==> src/rtl/ochps_pkg.sv <==
// Purpose: Shared constants and types for the output clock halt and phase step block
// Assumes: 32-bit APB with byte addresses, one aligned word per register
// Notes: Register contents sit in the low byte, upper bits read as zero
package ochps_pkg;
    // ------------------------------------------------------------
    // Register map
    // ------------------------------------------------------------
    localparam int unsigned ADDR_W = 12;
    localparam logic [11:0] HALT_CTRL_OFS = 12'h208;
    localparam logic [11:0] PHASE_OFS_OFS = 12'h20c;
    localparam logic [11:0] CFG_OFS = 12'h210;
    localparam logic [11:0] SLOW_DIV_OFS = 12'h214;
    localparam logic [11:0] STATUS_OFS = 12'h218;
    localparam logic [7:0] REG_RESET = 8'h00;

    // ------------------------------------------------------------
    // Field positions
    // ------------------------------------------------------------
    localparam int unsigned HALT_BIT_POS = 7;
    localparam int unsigned SRC_LSB = 2;
    localparam int unsigned MODE_LSB = 0;
    localparam int unsigned ST_ADJUST_FLAG_A_POS = 0;
    localparam int unsigned ST_DONE_POS = 1;
    localparam int unsigned ST_HALTED_POS = 2;

    // ------------------------------------------------------------
    // Codes and timing
    // ------------------------------------------------------------
    localparam logic [3:0] SRC_SW_BIT = 4'h0;
    localparam logic [3:0] SRC_ARMING = 4'h1;
    localparam logic [3:0] SRC_GPIO0 = 4'h8;
    localparam logic [3:0] SRC_GPIO3 = 4'hb;
    localparam int unsigned HALF_CYCLES_DEF = 4;

    typedef enum logic [1:0] {
        MODE_NEVER = 2'h0,
        MODE_HIGH = 2'h1,
        MODE_LOW = 2'h2,
        MODE_UNUSED = 2'h3
    } ochps_mode_t;

    typedef enum logic [2:0] {
        FMT_OFF = 3'h0, FMT_CML_STD = 3'h1, FMT_CML_NAR = 3'h2, FMT_HSTL = 3'h3,
        FMT_TWO_INPH = 3'h4, FMT_NEG_ONLY = 3'h5, FMT_POS_ONLY = 3'h6, FMT_TWO_INV = 3'h7
    } ochps_fmt_t;

    // Configuration register layout, bit 7 first
    typedef struct packed {
        logic phase_step_enable;
        logic neg_pin_slow_divider;
        logic clock_path_invert;
        logic tristate_when_halted;
        logic auto_mute_enable;
        ochps_fmt_t out_signal_format;
    } ochps_cfg_t;

    // Output pin drive, enables active low
    typedef struct packed {
        logic pos_o;
        logic pos_oe_n;
        logic neg_o;
        logic neg_oe_n;
    } ochps_pins_t;
endpackage : ochps_pkg

==> src/rtl/ochps_top.sv <==
// Purpose: Output clock generator with halt/resume and signed half-period phase step
// Assumes: All inputs synchronous to pclk; pclk at 100 MHz
// Notes: Fast divider clock is modelled as a pclk divider of HALF_CYCLES per half period
module ochps_top #(
    parameter int unsigned HALF_CYCLES = ochps_pkg::HALF_CYCLES_DEF
) (
    input wire logic pclk,
    input wire logic presetn,
    input wire logic psel,
    input wire logic penable,
    input wire logic pwrite,
    input wire logic [11:0] paddr,
    input wire logic [31:0] pwdata,
    output logic [31:0] prdata,
    output logic pready,
    output logic pslverr,
    input wire logic phase_adjust_event,
    input wire logic chosen_reference,
    input wire logic [3:0] gpio,
    output ochps_pkg::ochps_pins_t out_pins
);
    // ------------------------------------------------------------
    // Parameter check
    // ------------------------------------------------------------
    localparam int unsigned CW = $clog2(2 * HALF_CYCLES) + 1;
    localparam logic [CW-1:0] HALF_LD = CW'(HALF_CYCLES);
    localparam logic [CW-1:0] LONG_LD = CW'(2 * HALF_CYCLES);
    localparam logic [CW-1:0] SHORT_LD = CW'(HALF_CYCLES / 2);
    localparam logic [CW-1:0] CNT_ONE = CW'(1);

    generate
        if (HALF_CYCLES < 4 || HALF_CYCLES % 2 != 0) begin : g_bad
            $error("HALF_CYCLES must be even and at least 4");
        end
    endgenerate

    // ------------------------------------------------------------
    // Registers
    // ------------------------------------------------------------
    logic [7:0] halt_ctrl_q;
    logic [7:0] phase_off_q;
    ochps_pkg::ochps_cfg_t cfg_q;
    logic [7:0] slow_div_q;
    logic adjust_flag_a_q;
    logic done_q;
    logic [31:0] prdata_q;
    logic pslverr_q;
    logic acc_wr;
    logic setup;
    logic hit;
    logic [7:0] rd_byte;

    logic halt_bit;
    logic [3:0] src;
    ochps_pkg::ochps_mode_t mode;
    assign halt_bit = halt_ctrl_q[ochps_pkg::HALT_BIT_POS];
    assign src = halt_ctrl_q[ochps_pkg::SRC_LSB +: 4];
    assign mode = ochps_pkg::ochps_mode_t'(halt_ctrl_q[ochps_pkg::MODE_LSB +: 2]);

    typedef enum logic {ST_RUN = 1'b0, ST_HALT = 1'b1} ochps_st_t;
    ochps_st_t st_q;
    ochps_st_t st_d;
    logic hold_q;
    logic hold_d;

    assign acc_wr = psel && penable && pwrite;
    assign setup = psel && !penable;
    assign pready = 1'b1;
    assign prdata = prdata_q;
    assign pslverr = pslverr_q;

    always_comb begin
        hit = 1'b1;
        unique case (paddr)
            ochps_pkg::HALT_CTRL_OFS: rd_byte = halt_ctrl_q;
            ochps_pkg::PHASE_OFS_OFS: rd_byte = phase_off_q;
            ochps_pkg::CFG_OFS: rd_byte = cfg_q;
            ochps_pkg::SLOW_DIV_OFS: rd_byte = slow_div_q;
            ochps_pkg::STATUS_OFS: rd_byte = {5'h00, st_q == ST_HALT, done_q, adjust_flag_a_q};
            default: begin
                rd_byte = 8'h00;
                hit = 1'b0;
            end
        endcase
    end

    // Read data and error captured in the setup cycle
    always_ff @(posedge pclk or negedge presetn) begin
        if (!presetn) begin
            prdata_q <= 32'h0000_0000;
            pslverr_q <= 1'b0;
        end else if (setup) begin
            prdata_q <= pwrite ? 32'h0000_0000 : {24'h00_0000, rd_byte};
            pslverr_q <= !hit;
        end
    end

    always_ff @(posedge pclk or negedge presetn) begin
        if (!presetn) begin
            halt_ctrl_q <= ochps_pkg::REG_RESET;
            phase_off_q <= ochps_pkg::REG_RESET;
            cfg_q <= ochps_pkg::ochps_cfg_t'(ochps_pkg::REG_RESET);
            slow_div_q <= ochps_pkg::REG_RESET;
        end else if (acc_wr) begin
            unique case (paddr)
                ochps_pkg::HALT_CTRL_OFS: halt_ctrl_q <= pwdata[7:0];
                ochps_pkg::PHASE_OFS_OFS: phase_off_q <= pwdata[7:0];
                ochps_pkg::CFG_OFS: cfg_q <= ochps_pkg::ochps_cfg_t'(pwdata[7:0]);
                ochps_pkg::SLOW_DIV_OFS: slow_div_q <= pwdata[7:0];
                default: ;
            endcase
        end
    end

    // ------------------------------------------------------------
    // Phase adjustment
    // ------------------------------------------------------------
    logic [CW-1:0] cnt_q;
    logic gen_q;
    logic [6:0] stretch_q;
    logic [8:0] shorten_q;
    logic busy_q;
    logic bound;
    logic rise;
    logic fall;
    logic take_evt;
    logic done_set;
    logic st_wr;

    assign bound = cnt_q == CNT_ONE;
    assign rise = bound && !gen_q;
    assign fall = bound && gen_q;
    assign take_evt = adjust_flag_a_q && phase_adjust_event;
    assign done_set = busy_q && stretch_q == 7'h00 && shorten_q == 9'h000;
    assign st_wr = acc_wr && paddr == ochps_pkg::STATUS_OFS;

    // Arm by software, disarm on the event so it is consumed once
    always_ff @(posedge pclk or negedge presetn) begin
        if (!presetn) begin
            adjust_flag_a_q <= 1'b0;
        end else if (take_evt) begin
            adjust_flag_a_q <= 1'b0;
        end else if (st_wr && pwdata[ochps_pkg::ST_ADJUST_FLAG_A_POS]) begin
            adjust_flag_a_q <= 1'b1;
        end
    end

    // Done latch, write one to clear, a new completion wins
    always_ff @(posedge pclk or negedge presetn) begin
        if (!presetn) begin
            done_q <= 1'b0;
        end else if (done_set) begin
            done_q <= 1'b1;
        end else if (st_wr && pwdata[ochps_pkg::ST_DONE_POS]) begin
            done_q <= 1'b0;
        end
    end

    always_ff @(posedge pclk or negedge presetn) begin
        if (!presetn) begin
            busy_q <= 1'b0;
        end else if (take_evt) begin
            busy_q <= 1'b1;
        end else if (done_set) begin
            busy_q <= 1'b0;
        end
    end

    // Pending steps: stretch by whole half periods, shorten by half a half period twice per step
    always_ff @(posedge pclk or negedge presetn) begin
        if (!presetn) begin
            stretch_q <= 7'h00;
            shorten_q <= 9'h000;
        end else if (take_evt) begin
            if (!cfg_q.phase_step_enable) begin
                stretch_q <= 7'h00;
                shorten_q <= 9'h000;
            end else if (!phase_off_q[7]) begin
                stretch_q <= phase_off_q[6:0];
                shorten_q <= 9'h000;
            end else begin
                stretch_q <= 7'h00;
                shorten_q <= {1'b0, (~phase_off_q) + 8'h01} << 1;
            end
        end else if (bound) begin
            if (stretch_q != 7'h00) begin
                stretch_q <= stretch_q - 7'h01;
            end else if (shorten_q != 9'h000) begin
                shorten_q <= shorten_q - 9'h001;
            end
        end
    end

    // Fast divider half-period timer
    always_ff @(posedge pclk or negedge presetn) begin
        if (!presetn) begin
            cnt_q <= HALF_LD;
            gen_q <= 1'b0;
        end else if (bound) begin
            gen_q <= !gen_q;
            if (stretch_q != 7'h00) begin
                cnt_q <= LONG_LD;
            end else if (shorten_q != 9'h000) begin
                cnt_q <= SHORT_LD;
            end else begin
                cnt_q <= HALF_LD;
            end
        end else begin
            cnt_q <= cnt_q - CNT_ONE;
        end
    end

    // ------------------------------------------------------------
    // Slow divider
    // ------------------------------------------------------------
    logic [7:0] sd_cnt_q;
    logic sd_q;

    always_ff @(posedge pclk or negedge presetn) begin
        if (!presetn) begin
            sd_cnt_q <= 8'h00;
            sd_q <= 1'b0;
        end else if (slow_div_q == 8'h00) begin
            sd_cnt_q <= 8'h00;
            sd_q <= gen_q;
        end else if (rise) begin
            sd_cnt_q <= (sd_cnt_q >= slow_div_q) ? 8'h00 : sd_cnt_q + 8'h01;
            sd_q <= (sd_cnt_q >= slow_div_q) || (sd_cnt_q < (slow_div_q >> 1));
        end
    end

    // ------------------------------------------------------------
    // Halt source and state
    // ------------------------------------------------------------
    logic arm_halt_q;
    logic adjust_flag_a_d1_q;
    logic done_d1_q;
    logic halt_sel;
    logic halt_req_q;
    logic mode_act;

    assign mode_act = mode == ochps_pkg::MODE_HIGH || mode == ochps_pkg::MODE_LOW;

    always_ff @(posedge pclk or negedge presetn) begin
        if (!presetn) begin
            adjust_flag_a_d1_q <= 1'b0;
            done_d1_q <= 1'b0;
            arm_halt_q <= 1'b0;
        end else begin
            adjust_flag_a_d1_q <= adjust_flag_a_q;
            done_d1_q <= done_q;
            if (done_q && !done_d1_q) begin
                arm_halt_q <= 1'b0;
            end else if (adjust_flag_a_q && !adjust_flag_a_d1_q) begin
                arm_halt_q <= 1'b1;
            end
        end
    end

    always_comb begin
        if (src == ochps_pkg::SRC_SW_BIT) begin
            halt_sel = halt_bit;
        end else if (src == ochps_pkg::SRC_ARMING) begin
            halt_sel = arm_halt_q;
        end else if (src >= ochps_pkg::SRC_GPIO0 && src <= ochps_pkg::SRC_GPIO3) begin
            halt_sel = gpio[src[1:0]];
        end else begin
            halt_sel = 1'b0;
        end
    end

    // Registered request; edges below make halts land between whole pulses
    always_ff @(posedge pclk or negedge presetn) begin
        if (!presetn) begin
            halt_req_q <= 1'b0;
        end else begin
            halt_req_q <= mode_act && (halt_sel || (cfg_q.auto_mute_enable && !chosen_reference));
        end
    end

    always_comb begin
        st_d = st_q;
        hold_d = hold_q;
        unique case (st_q)
            ST_RUN: begin
                if (halt_req_q && mode == ochps_pkg::MODE_HIGH && rise) begin
                    st_d = ST_HALT;
                    hold_d = 1'b1;
                end else if (halt_req_q && mode == ochps_pkg::MODE_LOW && fall) begin
                    st_d = ST_HALT;
                    hold_d = 1'b0;
                end
            end
            ST_HALT: begin
                if (!halt_req_q && ((hold_q && fall) || (!hold_q && rise))) begin
                    st_d = ST_RUN;
                end
            end
        endcase
    end

    always_ff @(posedge pclk or negedge presetn) begin
        if (!presetn) begin
            st_q <= ST_RUN;
            hold_q <= 1'b0;
        end else begin
            st_q <= st_d;
            hold_q <= hold_d;
        end
    end

    // ------------------------------------------------------------
    // Pin mapping
    // ------------------------------------------------------------
    logic lvl;
    logic halted;
    ochps_pkg::ochps_pins_t pins_d;
    ochps_pkg::ochps_pins_t pins_q;

    assign halted = st_q == ST_HALT;
    assign lvl = (halted ? hold_q : gen_q) ^ cfg_q.clock_path_invert;

    always_comb begin
        pins_d = '{pos_o: 1'b0, pos_oe_n: 1'b1, neg_o: 1'b0, neg_oe_n: 1'b1};
        unique case (cfg_q.out_signal_format)
            ochps_pkg::FMT_OFF: ;
            ochps_pkg::FMT_CML_STD, ochps_pkg::FMT_CML_NAR: begin
                pins_d = '{pos_o: lvl, pos_oe_n: 1'b0, neg_o: !lvl, neg_oe_n: 1'b0};
            end
            ochps_pkg::FMT_HSTL, ochps_pkg::FMT_TWO_INV: begin
                pins_d = '{pos_o: !lvl, pos_oe_n: 1'b0, neg_o: lvl, neg_oe_n: 1'b0};
            end
            ochps_pkg::FMT_TWO_INPH: begin
                pins_d = '{pos_o: lvl, pos_oe_n: 1'b0, neg_o: lvl, neg_oe_n: 1'b0};
            end
            ochps_pkg::FMT_NEG_ONLY: begin
                pins_d.neg_o = lvl;
                pins_d.neg_oe_n = 1'b0;
            end
            ochps_pkg::FMT_POS_ONLY: begin
                pins_d.pos_o = lvl;
                pins_d.pos_oe_n = 1'b0;
            end
        endcase
        if (cfg_q.neg_pin_slow_divider && cfg_q.out_signal_format != ochps_pkg::FMT_OFF) begin
            pins_d.neg_o = sd_q;
            pins_d.neg_oe_n = 1'b0;
        end
        if (halted && cfg_q.tristate_when_halted) begin
            pins_d = '{pos_o: 1'b0, pos_oe_n: 1'b1, neg_o: 1'b0, neg_oe_n: 1'b1};
        end
    end

    always_ff @(posedge pclk or negedge presetn) begin
        if (!presetn) begin
            pins_q <= '{pos_o: 1'b0, pos_oe_n: 1'b1, neg_o: 1'b0, neg_oe_n: 1'b1};
        end else begin
            pins_q <= pins_d;
        end
    end

    assign out_pins = pins_q;
endmodule : ochps_top

==> config.mk <==
export PLATFORM = sky130hd
export DESIGN_NAME = ochps_top
export DESIGN_NICKNAME = d
export VERILOG_FILES = /design/src/rtl/ochps_pkg.sv /design/src/rtl/ochps_top.sv
export SDC_FILE = /design/constraint.sdc
export NUM_CORES = 1
export LEC_CHECK = 0
export BUFFER_PORTS_ARGS = -buffer_cell sky130_fd_sc_hd__buf_2
export CELL_PAD_IN_SITES_DETAIL_PLACEMENT = 1
export CELL_PAD_IN_SITES_GLOBAL_PLACEMENT = 1
export CORE_ASPECT_RATIO = 1.1
export CORE_MARGIN = 3
export CORE_UTILIZATION = 39
export CTS_BUF_LIST = sky130_fd_sc_hd__clkbuf_4 sky130_fd_sc_hd__clkbuf_8 sky130_fd_sc_hd__clkbuf_16
export CTS_CLUSTER_SIZE = 28
export DETAILED_ROUTE_END_ITERATION = 10
export PLACE_DENSITY_LB_ADDON = 0.1
export SETUP_SLACK_MARGIN = 0.02
export SYNTH_ARGS = -nofsm -noshare
export SYNTH_HDL_FRONTEND = slang
export SYNTH_SLANG_ARGS = --single-unit
==> constraint.sdc <==
create_clock -name pclk -period 2 [get_ports pclk]
set_input_delay 0.1 -clock pclk [delete_from_list [all_inputs] [get_ports pclk]]
set_output_delay 0.1 -clock pclk [all_outputs]
set_load 0.05 [all_outputs]
---- Word level (Yosys, flattened, before mapping) ----
Cells that the tools add are included.
storage, ports and cells
  register bits after elaboration ......... 108
  latch bits .............................. 0
  bits in writable memories ............... 0
  bits in read-only memories .............. 0
  bits of input ports ..................... 55
  logic and storage cells ................. 172
  memories ................................ 0
cells by class
  $add $sub $neg .......................... 5
  multipliers ............................. 0
  div/mod/pow operators ................... 0
  order comparisons ....................... 5
  equal/unequal tests ..................... 17
  shifts and indexed selects .............. 0
  multiplexer cells ....................... 46
  bitwise operators ....................... 3
  reduce and logical (&&, ||, !) cells .... 66
operators by type and width
  operator                count
  $eq A12 B10 Y1 const B  5
  $mux W9                 6
  $pmux W8 S5             1
  $mux W7                 5
  $mux W8                 4
  $logic_and A1 B1 Y1     25
  $mux W1                 21
  $reduce_bool A2 Y1      9
  $add A8 B1 Y8 const B   2
  $eq A3 B3 Y1 const B    4
  $mux W4                 3
  $reduce_and A2 Y1       6
  $logic_not A1 Y1        9
  $logic_not A9 Y1        1
  $reduce_bool A9 Y1      1
  $sub A9 B1 Y9 const B   1
  $eq A4 B1 Y1 const B    2
  $ge A8 B8 Y1            1
  $logic_not A8 Y1        1
  $lt A8 B7 Y1            1
  $not A8 Y8              1
  $pmux W2 S2             2
  $reduce_or A4 Y1        2
  $logic_not A7 Y1        1
  23 further kinds        28

---- Depth between registers and ports, before layout ----
  depth after elaboration ................. 7
  gate-level depth with buffers ........... 8
  depth with buffers taken out ............ 7

---- Worst setup path before layout ----
No wires, ideal clock.
  path kind ............................... register to register
  start ................................... reg sd_cnt_q[2]
  end ..................................... reg sd_cnt_q[4]
  data arrival time ....................... 1,830 ps
  required time ........................... 1,876 ps
  path slack .............................. 46 ps
  cell stages (with the launch flop) ...... 8
  cells stage by stage .................... dfrtp_1 -> ha_1 -> a211o_1 -> a31oi_1 -> o41ai_2 -> buf_4 -> nor2_1 -> a211o_1
between the ends
  cells in the longest elaborated chain, start to end .. 4
  elaborated cells between the ends (all ways) .. 5
  classes of those cells .................. add/sub (1); order compare (1); mux (3)
ends and longest elaborated chain
  what                                                  line              text
  from (decl)                                           ochps_top.sv:216  logic [7:0] sd_cnt_q;
  from (signal assigned)                                ochps_top.sv:227  sd_cnt_q <= (sd_cnt_q >= slow_div_q) ? 8'h00 : sd_cnt_q + 8'h01;
  $add A8 B1 Y8 / $ge A8 B8 Y1 (equally long branches)  ochps_top.sv:227
  $mux W8 *                                             ochps_top.sv:227
  $mux W8 *                                             ochps_top.sv:226  end else if (rise) begin
  $mux W8 *                                             ochps_top.sv:223  end else if (slow_div_q == 8'h00) begin
Every way passes the cells marked *; elsewhere a longest branch is shown, timed or not. The select of a mux whose other input is x is not followed.
A chain may end at the register's enable or synchronous reset.

---- Final worst setup path ----
  start ................................... reg slow_div_q[2]
  end ..................................... reg sd_cnt_q[7]
between the ends
  cells in the longest elaborated chain, start to end .. 4
  elaborated cells between the ends (all ways) .. 6
  classes of those cells .................. order compare (1); mux (3); reduce/logical (2)
ends and longest elaborated chain
  what                    line              text
  from (decl)             ochps_top.sv:43   logic [7:0] slow_div_q;
  from (signal assigned)  ochps_top.sv:103  slow_div_q <= ochps_pkg::REG_RESET;
  from (signal assigned)  ochps_top.sv:109  ochps_pkg::SLOW_DIV_OFS: slow_div_q <= pwdata[7:0];
  $ge A8 B8 Y1            ochps_top.sv:227
  $mux W8                 ochps_top.sv:227
  $mux W8                 ochps_top.sv:226
  $mux W8                 ochps_top.sv:223
Several ways; a longest one is shown, not always the timed one. The select of a mux whose other input is x is not followed.

==> flow_metrics.py <==
metrics = {
    "floorplanning": {
        "initial_core_util_pct": 40.8,
        "die_area_um2": 14300,
        "io_pins": 93,
        "core_area_um2": 12300,
        "die_h_um": 125,
        "rows": 42,
        "die_w_um": 114,
    },
    "timing": {
        "fin_ws_ns": 0.0803,
        "rsz0062_at_grt": "yes",
        "skew_ns": 0.00540,
        "setup_viol": 0,
        "worstMarginPinSlew_ns": 0.553,
        "hold_viol_final": 0,
        "slew_violations": 0,
        "fin_tns_setup_ns": 0,
        "period_share_pct": 96.0,
        "whs_ns": 0.0450,
        "slew-limit-headroom_pct": 62.8,
        "layout_min_cycle_time_ns": 1.92,
        "fmax_mhz": 521,
    },
    "logic_synthesis": {
        "synth_area_leader_cell": "dfrtp_1",
        "yosysMostFrequentCell": "dfrtp_1",
        "synthCells": 505,
        "postSynth.asyncResetShare_pct": 100,
        "synth_area_leaders": "dfrtp_1 40%, mux2_2 7.6%, ha_1 5.7%",
        "yosysWarningCount": 0,
        "yosysTopAreaCellShare_pct": 40.4,
        "syn_area_um2": 5010,
        "netlist_top_cells_count": "81 x dfrtp_1, 38 x nor2_1, 37 x nand2_1",
        "ys_seq_elements": 84,
        "synth.distinct_cells": 63,
        "synth-edff-count": 0,
        "syn_avg_cell_area_um2": 9.93,
        "yosysSeqAreaShare_pct": 42.0,
        "ys.flop_type": "dfrtp_1",
    },
    "routing": {
        "via_per_inst": 5.46,
        "firstDrtPassIters": 4,
        "drc": 0,
        "wl_per_cell_um": 18.4,
        "vias": 4114,
        "drtAntennaViolNets": 0,
        "drt-initial-drc-count": 122,
        "wirelength_um": 13900,
    },
    "cts": {
        "numCtsBuffers": 9,
        "cts-root-buf": "clkbuf_16",
        "clk_path_buf_depth": 2,
        "clkSlewWorstSetupHoldPaths_ns": 0.07,
        "htree_levels": 3,
        "cts_tree": "built",
        "clock-sinks": 84,
        "clkLatencyLatePin_ns": 0.35,
    },
    "power_and_ir_drop": {
        "p_leak_nw": 3.02,
        "ir_drop_uv": 539,
        "powerDensity_nw_per_um2": 812,
    },
    "setup_path": {
        "start_kind": "flip-flop",
        "required_ns": 2.27,
        "crit_path_max_fanout": 4,
        "crit_type": "flip-flop to flip-flop",
        "cp.arrival_ns": 2.19,
        "end_kind": "flip-flop",
    },
    "global_routing": {
        "grt_pass1_wl_um": 23000,
        "grt_pass1_vias": 4419,
        "antenna_found_initial": 0,
        "grt_usage_pct": 20.4,
        "overflow": 0,
        "grt_max_degree": 69,
    },
    "cells_and_area": {
        "diodes": 0,
        "fillers": 1411,
        "syn_to_final_growth_pct": 22.1,
        "finalNonFillerCells": 754,
        "post-route-util_pct": 49.8,
        "drive_above_1_share_pct": 30.3,
        "regArea_um2": 2110,
        "nets": 673,
        "multi_input_area_um2": 2750,
    },
    "placement": {
        "place_congestion": 0.813,
        "io_buffers": 43,
        "place_inst": 728,
        "place_worst_setup_slack_ns": -0.104,
        "dp.final_hpwl_um": 10700,
    },
    "job": {
        "cap_violations": 0,
    },
    "run_status": {
        "status": "complete, no violations",
    },
    "worst_hold_path": {
        "hp-class": "input port to flip-flop",
    },
}
==> area by class of cell <==
class / instances / area share [%]
clock buffers: 10 / 3.90
clock inverters: 6 / 0.879
inverters: 22 / 1.35
multi-input cells: 377 / 44.9
flip-flops and latches: 84 / 34.4
well taps: 154 / 3.15
repair buffers: 101 / 11.4
==> stage by stage <==
| step | instance area, µm² | power [W] |
|---|---|---|
| 4_1_cts | 6000 | 0.00499 |
| 6_report | 6120 | 0.00497 |
| 2_1_floorplan | 5100 | 0.00284 |
| 5_1_grt | 6120 | 0.00529 |
| 3_3_place_gp | 5620 | 0.00321 |
| 3_5_place_dp | 5620 | 0.00328 |
==> report_power, final <==
group | internal (W) | switching (W)
combinational | 0.000533 | 0.000765
clock | 0.000903 | 0.000763
sequential | 0.00186 | 0.000147
total | 0.00330 | 0.00167
==> logic make-up (layout without fill, tap and decap cells) <==
group,Yosys count,count (layout),share of synthesized area [%]
AO/OA/AOI/OAI,118,118,16.2
XOR/XNOR,10,10,1.75
adder cells (fa/ha/maj),23,23,5.74
buffers and inverters,67,139,7.39
flip-flops,84,84,42.0
multiplexers,52,52,11.2
other,2,25,0.150
AND/OR/NAND/NOR,149,149,15.5
==> final timing paths <==
check                              start      endpoint  slack (ns)  cells after the start
setup / recovery           slow_div_q[2]   sd_cnt_q[7]        0.08                      7
hold / removal                 pwdata[6]      cfg_q[6]        0.05                      2
setup reg to reg           slow_div_q[2]   sd_cnt_q[7]        0.08                      7
hold reg to reg                   done_q     done_d1_q        0.47                      0
max in group asynchronous        presetn      cnt_q[2]        1.15                      3
min in group asynchronous        presetn  shorten_q[5]        0.17                      2
==> timing repair <==
item	in CTS	in global routing
buffers inserted	3	6
hold buffers	2	0
setup endpoints to repair	9	18
resized for setup	8	16
endpoints found under the hold margin	22	0
pin swaps	3	1
==> registers in the layout (all words and copies together) (netlist names) <==
| register | flops |
|---|---|
| adjust_flag_a_d1_q | 1 |
| adjust_flag_a_q | 1 |
| arm_halt_q | 1 |
| busy_q | 1 |
| cfg_q | 8 |
| cnt_q | 4 |
| done_d1_q | 1 |
| done_q | 1 |
| gen_q | 1 |
| halt_ctrl_q | 8 |
| halt_req_q | 1 |
| halted | 1 |
| hold_q | 1 |
| out_pins | 4 |
| phase_off_q | 8 |
| prdata | 8 |
| pslverr | 1 |
| sd_cnt_q | 8 |
| sd_q | 1 |
| shorten_q | 9 |
| slow_div_q | 8 |
| stretch_q | 7 |
==> cells in the final DEF, fill, tap and decap left out, types with 20 or more instances in the layout <==
cell,Yosys,final
dfrtp_1,81,81
buf_2,2,42
a21oi_1,28,28
nor2_1,38,38
mux2_2,34,34
conb_1,2,25
o21ai_0,22,22
inv_1,22,20
buf_4,27,53
nand2_1,37,35
==> worst max-delay path, stage by stage, from the launching register on <==
cell and delay (ns):
dfrtp_1 0.39, inv_2 0.08, ha_4 0.20, a211o_1 0.29, a31oi_4 0.19, o41ai_4 0.11
or4_4 0.53, o211ai_2 0.07
==> metal layers <==
layer  up-vias  GRT usage [%]  share of wire [%]
met4         0           6.71                2.2
met2        45           35.6                 53
met3        18           3.60                1.7
met5         -              0                  0
met1      2084           25.2                 43
li1       1967              -                  -
Note: power is estimated with default switching activity, not from simulation.
